File: config.mk
export PLATFORM = sky130hd
export DESIGN_NAME = safe_torque_off_interlock
export DESIGN_NICKNAME = d
export VERILOG_FILES = /design/src/rtl/sto_pkg.sv /design/src/rtl/channel_filter.sv /design/src/rtl/safe_torque_off_interlock.sv
export SDC_FILE = /design/constraint.sdc
export NUM_CORES = 1
export LEC_CHECK = 0
export ABC_AREA = 1
export BUFFER_PORTS_ARGS = -buffer_cell sky130_fd_sc_hd__buf_2
export CELL_PAD_IN_SITES_DETAIL_PLACEMENT = 0
export CELL_PAD_IN_SITES_GLOBAL_PLACEMENT = 1
export CORE_ASPECT_RATIO = 1.4
export CORE_MARGIN = 4
export CORE_UTILIZATION = 49
export CTS_CLUSTER_SIZE = 28
export DETAILED_ROUTE_END_ITERATION = 10
export GPL_TIMING_DRIVEN = 0
export PLACE_DENSITY = 0.92
export SETUP_SLACK_MARGIN = 0.15
export SLEW_MARGIN = 15
export SYNTH_ARGS = -nofsm -noshare
export SYNTH_HDL_FRONTEND = slang
export SYNTH_HIERARCHICAL = 1
export SYNTH_SLANG_ARGS = --single-unit
File: constraint.sdc
create_clock -name clk -period 3.6 [get_ports clk]
set_clock_uncertainty 0.15 [all_clocks]
set_input_delay 0.18 -clock clk [delete_from_list [all_inputs] [get_ports clk]]
set_output_delay 0.18 -clock clk [all_outputs]
set_load 0.02 [all_outputs]
File: src/rtl/sto_pkg.sv
// Constants shared by the safe torque off interlock and its input filter.
// Assumes a single 10 MHz control clock.
package sto_pkg;

    // =========================================================
    // Timing
    localparam int unsigned CLK_HZ          = 10_000_000;
    localparam int unsigned STOP_MS         = 20;
    localparam int unsigned FILTER_US       = 1000;
    localparam int unsigned DISC_US         = 2000;
    localparam int unsigned STOP_CYCLES_DEF = STOP_MS * (CLK_HZ / 1000);
    localparam int unsigned FILT_CYCLES_DEF =
        (FILTER_US * (CLK_HZ / 1000) + 999) / 1000;
    localparam int unsigned DISC_CYCLES_DEF =
        (DISC_US * (CLK_HZ / 1000) + 999) / 1000;
    localparam int unsigned CNT_W           = 24;

    // =========================================================
    // Fault log codes
    localparam logic [7:0] CODE_NONE = 8'h00;
    localparam logic [7:0] CODE_CH1_ERR = 8'h48;
    localparam logic [7:0] CODE_STO     = 8'h4C;
    localparam logic [7:0] CODE_CH2_ERR = 8'h4D;
    localparam logic [7:0] CODE_INT_ERR = 8'h4E;

    // =========================================================
    // Interlock states
    typedef enum logic [2:0] {
        ST_INIT     = 3'b000,
        ST_READY    = 3'b001,
        ST_WAIT_RUN = 3'b010,
        ST_DISC     = 3'b011,
        ST_STO      = 3'b100,
        ST_CH1_ERR  = 3'b101,
        ST_CH2_ERR  = 3'b110,
        ST_INT_ERR  = 3'b111
    } mode_t;

endpackage

File: src/rtl/channel_filter.sv
// Two-flop synchroniser and glitch filter for one safety channel pin.
// Assumes the pin is asynchronous to clk and active high (on).
`timescale 1ns/100ps
module channel_filter #(
    parameter int unsigned FILT_CYCLES = sto_pkg::FILT_CYCLES_DEF
) (
    // Clock and reset
    input  wire logic clk,
    input  wire logic rstn,
    input  wire logic clk_en,
    // Pin side
    input  wire logic pin_in,
    // Filtered side
    output logic      level_out,
    output logic      settled_out,
    output logic      sync_out
);
    import sto_pkg::*;

    typedef struct packed {
        logic             meta;
        logic             sync;
        logic             level;
        logic             settled;
        logic [CNT_W-1:0] cnt;
    } filt_t;

    filt_t s_ff;
    filt_t nxt_s;

    // =========================================================
    // Filter: once settled, level follows only after a stable run of samples; the first level after reset is one sample
    always_comb begin
        nxt_s      = s_ff;
        nxt_s.meta = pin_in;
        nxt_s.sync = s_ff.meta;
        if (s_ff.sync == s_ff.level && s_ff.settled) begin
            nxt_s.cnt = '0;
        end else if (s_ff.cnt == CNT_W'(FILT_CYCLES - 1)) begin
            nxt_s.level   = s_ff.sync;
            nxt_s.settled = 1'b1;
            nxt_s.cnt     = '0;
        end else begin
            nxt_s.cnt = s_ff.cnt + CNT_W'(1);
        end
    end

    always_ff @(posedge clk or negedge rstn) begin
        if (!rstn) begin
            s_ff <= '0;
        end else if (clk_en) begin
            s_ff <= nxt_s;
        end
    end

    assign level_out   = s_ff.level;
    assign settled_out = s_ff.settled;
    assign sync_out    = s_ff.sync;

endmodule

File: src/rtl/safe_torque_off_interlock.sv
// Dual-channel safe torque off interlock: classifies the two safety
// channels, gates torque output and logs faults.
// Assumes run and reset commands and self-check faults come from clk logic.
`timescale 1ns/100ps
// Functional notes
// - With both channels on, torque follows the run command, no error.
// - Both channels off together gives the safe torque off state and alarm.
// - Channel one off with channel two on gives the channel-one loop error.
// - Channel two off with channel one on gives the channel-two loop error.
// - A self-check fault in either channel gives the internal loop error.
// - Torque is fully off within 20 ms of a channel going off.
// - Latch select zero holds the torque off alarm until a reset command.
// - Latch select one clears the torque off alarm once both channels are on.
// - The three loop errors always latch, whatever the latch select.
// - Faults are logged with codes 72, 76, 77 and 78.
// - A loop error clears only by power cycling, never by reset or inputs.
// - After an automatic clear, output resumes only after run is re-pressed.
// - With restart selected, a still-present run resumes at once on reset.
module safe_torque_off_interlock #(
    parameter int unsigned FILT_CYCLES = sto_pkg::FILT_CYCLES_DEF,
    parameter int unsigned DISC_CYCLES = sto_pkg::DISC_CYCLES_DEF,
    parameter int unsigned STOP_CYCLES = sto_pkg::STOP_CYCLES_DEF
) (
    // Clock and reset
    input  wire logic           clk,
    input  wire logic           rstn,
    input  wire logic           clk_en,
    // Safety channel pins
    input  wire logic           safety_channel_one_in,
    input  wire logic           safety_channel_two_in,
    // Self-check faults per channel
    input  wire logic [1:0]     internal_fault_in,
    // Commands and configuration
    input  wire logic           run_cmd,
    input  wire logic           reset_cmd,
    input  wire logic           alarm_latch_select,
    input  wire logic           restart_after_reset_select,
    // Drive and status
    output logic                torque_enable,
    output sto_pkg::mode_t      safety_state,
    output logic                alarm_active,
    output logic [7:0]          fault_code,
    output logic                fault_log_valid
);
    import sto_pkg::*;

    typedef struct packed {
        mode_t            mode;
        logic [CNT_W-1:0] cnt;
        logic             torque;
        logic [7:0]       code;
        logic             log_vld;
    } ilk_t;

    ilk_t s_ff;
    ilk_t nxt_s;

    logic [1:0] pin_vec;
    logic [1:0] lvl;
    logic [1:0] settled;
    logic [1:0] sync_lvl;
    logic       ch1_on;
    logic       ch2_on;
    logic       both_on;
    logic       both_off;
    logic       int_fault;

    assign pin_vec = {safety_channel_two_in, safety_channel_one_in};

    // =========================================================
    // Channel filters
    genvar gi;
    generate
        for (gi = 0; gi < 2; gi++) begin : g_chan
            channel_filter #(
                .FILT_CYCLES (FILT_CYCLES)
            ) u_filt (
                .clk         (clk),
                .rstn        (rstn),
                .clk_en      (clk_en),
                .pin_in      (pin_vec[gi]),
                .level_out   (lvl[gi]),
                .settled_out (settled[gi]),
                .sync_out    (sync_lvl[gi])
            );
        end
    endgenerate

    assign ch1_on    = lvl[0];
    assign ch2_on    = lvl[1];
    assign both_on   = ch1_on && ch2_on;
    assign both_off  = !ch1_on && !ch2_on;
    assign int_fault = |internal_fault_in;

    // =========================================================
    // Interlock state machine
    always_comb begin
        nxt_s         = s_ff;
        nxt_s.log_vld = 1'b0;
        if (int_fault && s_ff.mode != ST_INT_ERR) begin
            nxt_s.mode    = ST_INT_ERR;
            nxt_s.code    = CODE_INT_ERR;
            nxt_s.log_vld = 1'b1;
        end else begin
            case (s_ff.mode)
                ST_INIT: begin
                    if (&settled) begin
                        nxt_s.mode = ST_WAIT_RUN;
                    end
                end
                ST_READY, ST_WAIT_RUN: begin
                    if (both_off) begin
                        nxt_s.mode    = ST_STO;
                        nxt_s.code    = CODE_STO;
                        nxt_s.log_vld = 1'b1;
                    end else if (!both_on) begin
                        nxt_s.mode = ST_DISC;
                        nxt_s.cnt  = '0;
                    end else if (s_ff.mode == ST_WAIT_RUN && !run_cmd) begin
                        nxt_s.mode = ST_READY;
                    end
                end
                ST_DISC: begin
                    // Skew between channels resolves before a verdict
                    if (both_off) begin
                        nxt_s.mode    = ST_STO;
                        nxt_s.code    = CODE_STO;
                        nxt_s.log_vld = 1'b1;
                    end else if (both_on) begin
                        nxt_s.mode = ST_WAIT_RUN;
                    end else if (s_ff.cnt == CNT_W'(DISC_CYCLES - 1)) begin
                        nxt_s.log_vld = 1'b1;
                        if (!ch1_on) begin
                            nxt_s.mode = ST_CH1_ERR;
                            nxt_s.code = CODE_CH1_ERR;
                        end else begin
                            nxt_s.mode = ST_CH2_ERR;
                            nxt_s.code = CODE_CH2_ERR;
                        end
                    end else begin
                        nxt_s.cnt = s_ff.cnt + CNT_W'(1);
                    end
                end
                ST_STO: begin
                    if (alarm_latch_select) begin
                        if (both_on) begin
                            nxt_s.mode = ST_WAIT_RUN;
                        end
                    end else if (reset_cmd && both_on) begin
                        // Held otherwise until reset
                        nxt_s.mode = restart_after_reset_select ?
                                     ST_READY : ST_WAIT_RUN;
                    end
                end
                ST_CH1_ERR, ST_CH2_ERR, ST_INT_ERR: begin
                    nxt_s.mode = s_ff.mode;
                end
                default: begin
                    nxt_s.mode = ST_INT_ERR;
                end
            endcase
        end
        // Torque only in ready with both channels on
        nxt_s.torque = (nxt_s.mode == ST_READY) && both_on && run_cmd;
    end

    always_ff @(posedge clk or negedge rstn) begin
        if (!rstn) begin
            s_ff <= '{mode: ST_INIT, cnt: '0, torque: 1'b0,
                      code: CODE_NONE, log_vld: 1'b0};
        end else if (clk_en) begin
            s_ff <= nxt_s;
        end
    end

    assign torque_enable   = s_ff.torque;
    assign safety_state    = s_ff.mode;
    assign alarm_active    = s_ff.mode[2];
    assign fault_code      = s_ff.code;
    assign fault_log_valid = s_ff.log_vld;

    // =========================================================
    // Assertions
    logic [CNT_W-1:0] resp_cnt;

    always_ff @(posedge clk or negedge rstn) begin
        if (!rstn) begin
            resp_cnt <= '0;
        end else if (torque_enable && !(&sync_lvl)) begin
            resp_cnt <= resp_cnt + CNT_W'(1);
        end else begin
            resp_cnt <= '0;
        end
    end
endmodule

# Yosys cells after proc, flatten, opt, wreduce, memory -nomap -nowiden
# Index checks and enable logic that the tools add are counted.
# word_totals
register_bits	93
elab_cells	97
# op_classes
eq_ne	22
n_mux	31
n_reduce_logical	23
bitwise	3
n_addsub	3
# ops
cell	n
24-bit 2-to-1 mux	9
24-bit by 1-bit adder with 24-bit output, second input constant	3
24-bit by 14-bit == test with 1-bit output, second input constant	2
24-bit one-hot mux with 2 select lines	1
9-bit 2-to-1 mux	5
3-bit 2-to-1 mux	12
24-bit by 15-bit == test with 1-bit output, second input constant	1
9-bit one-hot mux with 2 select lines	1
3-bit one-hot mux with 5 select lines	1
3-bit == test, second input constant	4
2-bit != test, second input constant	5
1-bit logical AND	9
4-bit != test, second input constant	2
8-bit AND reduction	1
3-bit by 1-bit == test with 1-bit output, second input constant	2
3-bit by 2-bit == test with 1-bit output, second input constant	2
3-bit != test, second input constant	2
3-bit AND reduction	2
5-bit AND reduction	1
2-bit 2-to-1 mux	2
2-bit OR reduction	2
1-bit zero test	3
3-bit zero test	1
1-bit NOT	3
5 further kinds	6

# Longest topological paths before layout
# depth
ltp_word	10
ltp_mapped	13
ltp_nobuf	13

# Modules after synthesis
# Netlist, hierarchy kept.
# by_module_without_submodules
mod	area_each_um2	cells_each	n_inst
channel_filter	1716.6	241	2
safe_torque_off_interlock	2539.9	384	1

# Worst setup path before layout
# No wires, ideal clock.
# synth_timing
path_kind	reg2reg
start	reg, netlist name s_ff[10]
end	reg, netlist name s_ff[16]
arrival_time_ns	1.565
required_ns	3.385
slack_ns	1.820
path_stages_with_launch	14
n_path_buf	1
path_cell_list	dfrtp_1 ha_1 nand2_1 inv_2 nand2_1 nor2_1 nand3_1 nor2_1 nor2_1 nand2_4 inv_4 buf_12 nand3_2 nand2_1

==> metrics.csv <==
metric;value;unit
crit path cell chain;ha_1 > nand2_1 > inv_2 > nand2_1 > nor2_1 > nand3_1 > nor2_1 > nor2_1 > nand2_4 > inv_4 > buf_12 > nand3_2 > nand2_1;
clock sinks;89;
GR Util All Layers;21.8;%
die span in x;101;um
FF-to-FF path depth;13;
Num CTS Buffers;9;
vias per cell;5.20;
Leakage;2.93;nW
VDD IR-drop max;0.000288;V
Mapped Cells;866;
Critical Path AT;2.16;ns
FF-to-FF Start;s_ff[10];
area grow syn2layout;10.7;%
Final TNS setup;0;ns
Worst setup EP type;flop;
number of global-route vias before repair;5429;
CTS tree;yes;
WS Path Type;reg2reg;
gr ovfl total;0;
routed wire length;14500;um
hold path start;run_cmd;
drt wl/cell;13.8;um
fill count;1168;
fin nets;918;
Root Driver;clkbuf_16;
first-pass GRT wire length;25100;um
Max Cap Viol;0;
Pre-antenna DRT Iters;5;
worst slew pin tran;0.586;ns
Antenna Diode Count;0;
post-detail-place hpwl;10800;um
Hold Buf Count CTS;3;
CTS clk-pin slew, worst paths;0.07;ns
Max H-tree Level;3;
largest net degree at the start of global routing;57;
chip height;139;um
fmax;493;MHz
synth unique cells;36;
Endpoint, Worst Hold;torque_enable;
Port Buffer Count;21;
RSZ-0062 raised after global routing;no;
drt initial violations;243;
slew margin rel.;60.9;%
Core Area;11900;um^2
R2R Setup Slk;1.57;ns
outcome;finished, final reports clean;
GPL Wtd Cong;0.922;
sequential fraction of the synthesis area;37.3;%
WHS Path Cells;5;
drt drc;0;
initial antenna violation count;0;
post-cts gate resize count;0;
Multi-input gate area;3250;um^2
Routed Antenna Nets;0;
Setup crit start kind;flop;
setup violators final;0;
register area;2230;um^2
Tmin final;2.03;ns
CP max FO;10;
Total Die Area;14000;um^2
post-synthesis cell area;5970;um^2
final hold vios;0;
clock buffer depth;2;
yosys warns;6;
pwr dens;340;nW/um^2
Critical Path RT;3.73;ns
Final Slew Violations;0;
Max stage delay on crit path;0.43;ns
Seq cells post-synth;89;
Post-Syn Area per Cell;6.90;um^2
# rows;47;
clock latency on the worst-skew pair;0.34;ns
top-level port count;25;
Post-CTS Setup Bufs;0;
initial core utilization;50.3;%
Hold Path Class;in2reg;
Core Util, Final;55.7;%
layout cells sized above 1;13.1;%
Vias;5488;
CP max-delay cell;dfrtp_1;
crit share post-route;56.4;%
r2r endpoint;s_ff[16];
## routing by layer
layer / track usage, % / vias to the layer above / share of wire (%) / routed length (um)
met5: 0 / - / 0 / 0
met4: 9.31 / 0 / 2.5 / 370
met3: 2.92 / 31 / 3.2 / 469
met2: 36.8 / 100 / 51 / 7470
met1: 27.4 / 2550 / 43 / 6240
li1: - / 2807 / - / -
## worst max-delay path: cells and delay by family (launching register included)
family	cells	cell delay (ns)
flops	1	0.43
fa+ha+maj	1	0.27
buf+inv	3	0.33
simple gates	9	0.80
## where the power goes
part	switching, mW	leakage [nW]	internal, mW
Combinational	0.167	1.61	0.0959
Sequential	0.0348	1.19	1.04
Clock	0.389	0.138	0.520
Total	0.590	2.93	1.66
## flip-flops by register name, summed over array words and instances (netlist names)
| register | count |
|---|---|
| torque_enable | 1 |
| s_ff | 24 |
| g_chan.u_filt/sync_out | 2 |
| g_chan.u_filt/s_ff | 48 |
| fault_code | 4 |
| g_chan.u_filt/level_out | 2 |
| g_chan.u_filt/nxt_s | 2 |
| fault_log_valid | 1 |
| g_chan.u_filt/settled_out | 2 |
| safety_state | 3 |
## synthesized netlist by cell type
cell,instances,area share (%)
nand2_1,298,19
nor2_1,124,7.8
dfrtp_1,89,37
nand3_1,68,5.7
inv_1,61,3.8
xor2_1,41,6.0
nand4_1,21,2.2
o21ai_0,17,1.4
o21ai_1,17,1.4
buf_4,15,1.9
nor2_2,12,1.3
inv_2,11,0.69
o22ai_1,10,1.0
nand2_2,8,0.84
nand3_2,8,1.3
a21oi_1,7,0.59
clkbuf_1,7,0.44
o21ai_2,7,1.0
xnor2_1,7,1.0
buf_2,6,0.50
nor2_4,5,0.94
nor3_1,5,0.42
buf_6,3,0.57
ha_1,3,0.63
nand2_4,3,0.57
o21bai_1,2,0.25
or2_1,2,0.21
a21oi_2,1,0.15
buf_12,1,0.34
clkinv_1,1,0.063
conb_1,1,0.063
inv_4,1,0.10
nor3_2,1,0.17
nor3b_2,1,0.21
o2111ai_1,1,0.15
o311ai_0,1,0.15
## how the worst max path moves through the flow
stage               startpoint                  endpoint  slack, ns
floorplan             s_ff[10]                  s_ff[16]       1.82
global placement          rstn  g_chan[0].u_filt/s_ff[2]       1.34
detailed placement    s_ff[10]                  s_ff[16]       1.59
CTS                   s_ff[10]                  s_ff[25]       1.58
global route          s_ff[10]                  s_ff[24]       1.37
finish                s_ff[10]                  s_ff[16]       1.57
## cell type report
cell class	count	share of cell area (%)
multi-input cells	673	49.2
plain buffers	32	3.37
clock inverters	2	0.189
well taps	147	2.78
flip-flops and latches	89	33.7
repair buffers	25	2.50
inverters	74	4.24
clock buffers	13	4.09
## placed cells by master (no fill, tap or decap), types with 5 or more instances in the layout
master       n
a21oi_1      7
buf_2       26
buf_4       16
clkbuf_1     8
clkbuf_16    9
dfrtp_1     89
inv_1       61
inv_2       11
nand2_1    298
nand2_2      8
nand3_1     68
nand3_2      8
nand4_1     21
nor2_1     124
nor2_2      12
nor2_4       5
nor3_1       5
o21ai_0     17
o21ai_1     17
o21ai_2      7
o22ai_1     10
xnor2_1      7
xor2_1      41
## cell families (layout without fill, tap and decap cells)
family / count (synthesis) / after routing / synth area share, %
AND/OR/NAND/NOR: 556 / 556 / 40.4
adder cells (fa/ha/maj): 3 / 3 / 0.628
buffers and inverters: 106 / 146 / 8.42
flip-flops: 89 / 89 / 37.3
XOR/XNOR: 48 / 48 / 7.04
AO/OA/AOI/OAI: 63 / 63 / 6.20
other: 1 / 3 / 0.0628
## through the flow
| stage | instances | hold WS (ns) | setup WS [ns] | power, mW | cell area, um^2 |
|---|---|---|---|---|---|
| 3_5_place_dp | 1037 | 0.0270 | 1.59 | 1.35 | 6300 |
| 4_1_cts | 1055 | 0.0167 | 1.58 | 2.27 | 6610 |
| 2_1_floorplan | 868 | -0.266 | 1.82 | 1.26 | 5980 |
| 3_3_place_gp | 1036 | 0.232 | 1.34 | 1.34 | 6270 |
| 5_1_grt | 1055 | 0.0683 | 1.37 | 2.35 | 6610 |
| 6_report | 1055 | 0.0267 | 1.57 | 2.25 | 6610 |
No activity file was read; power rests on OpenSTA's default activity.
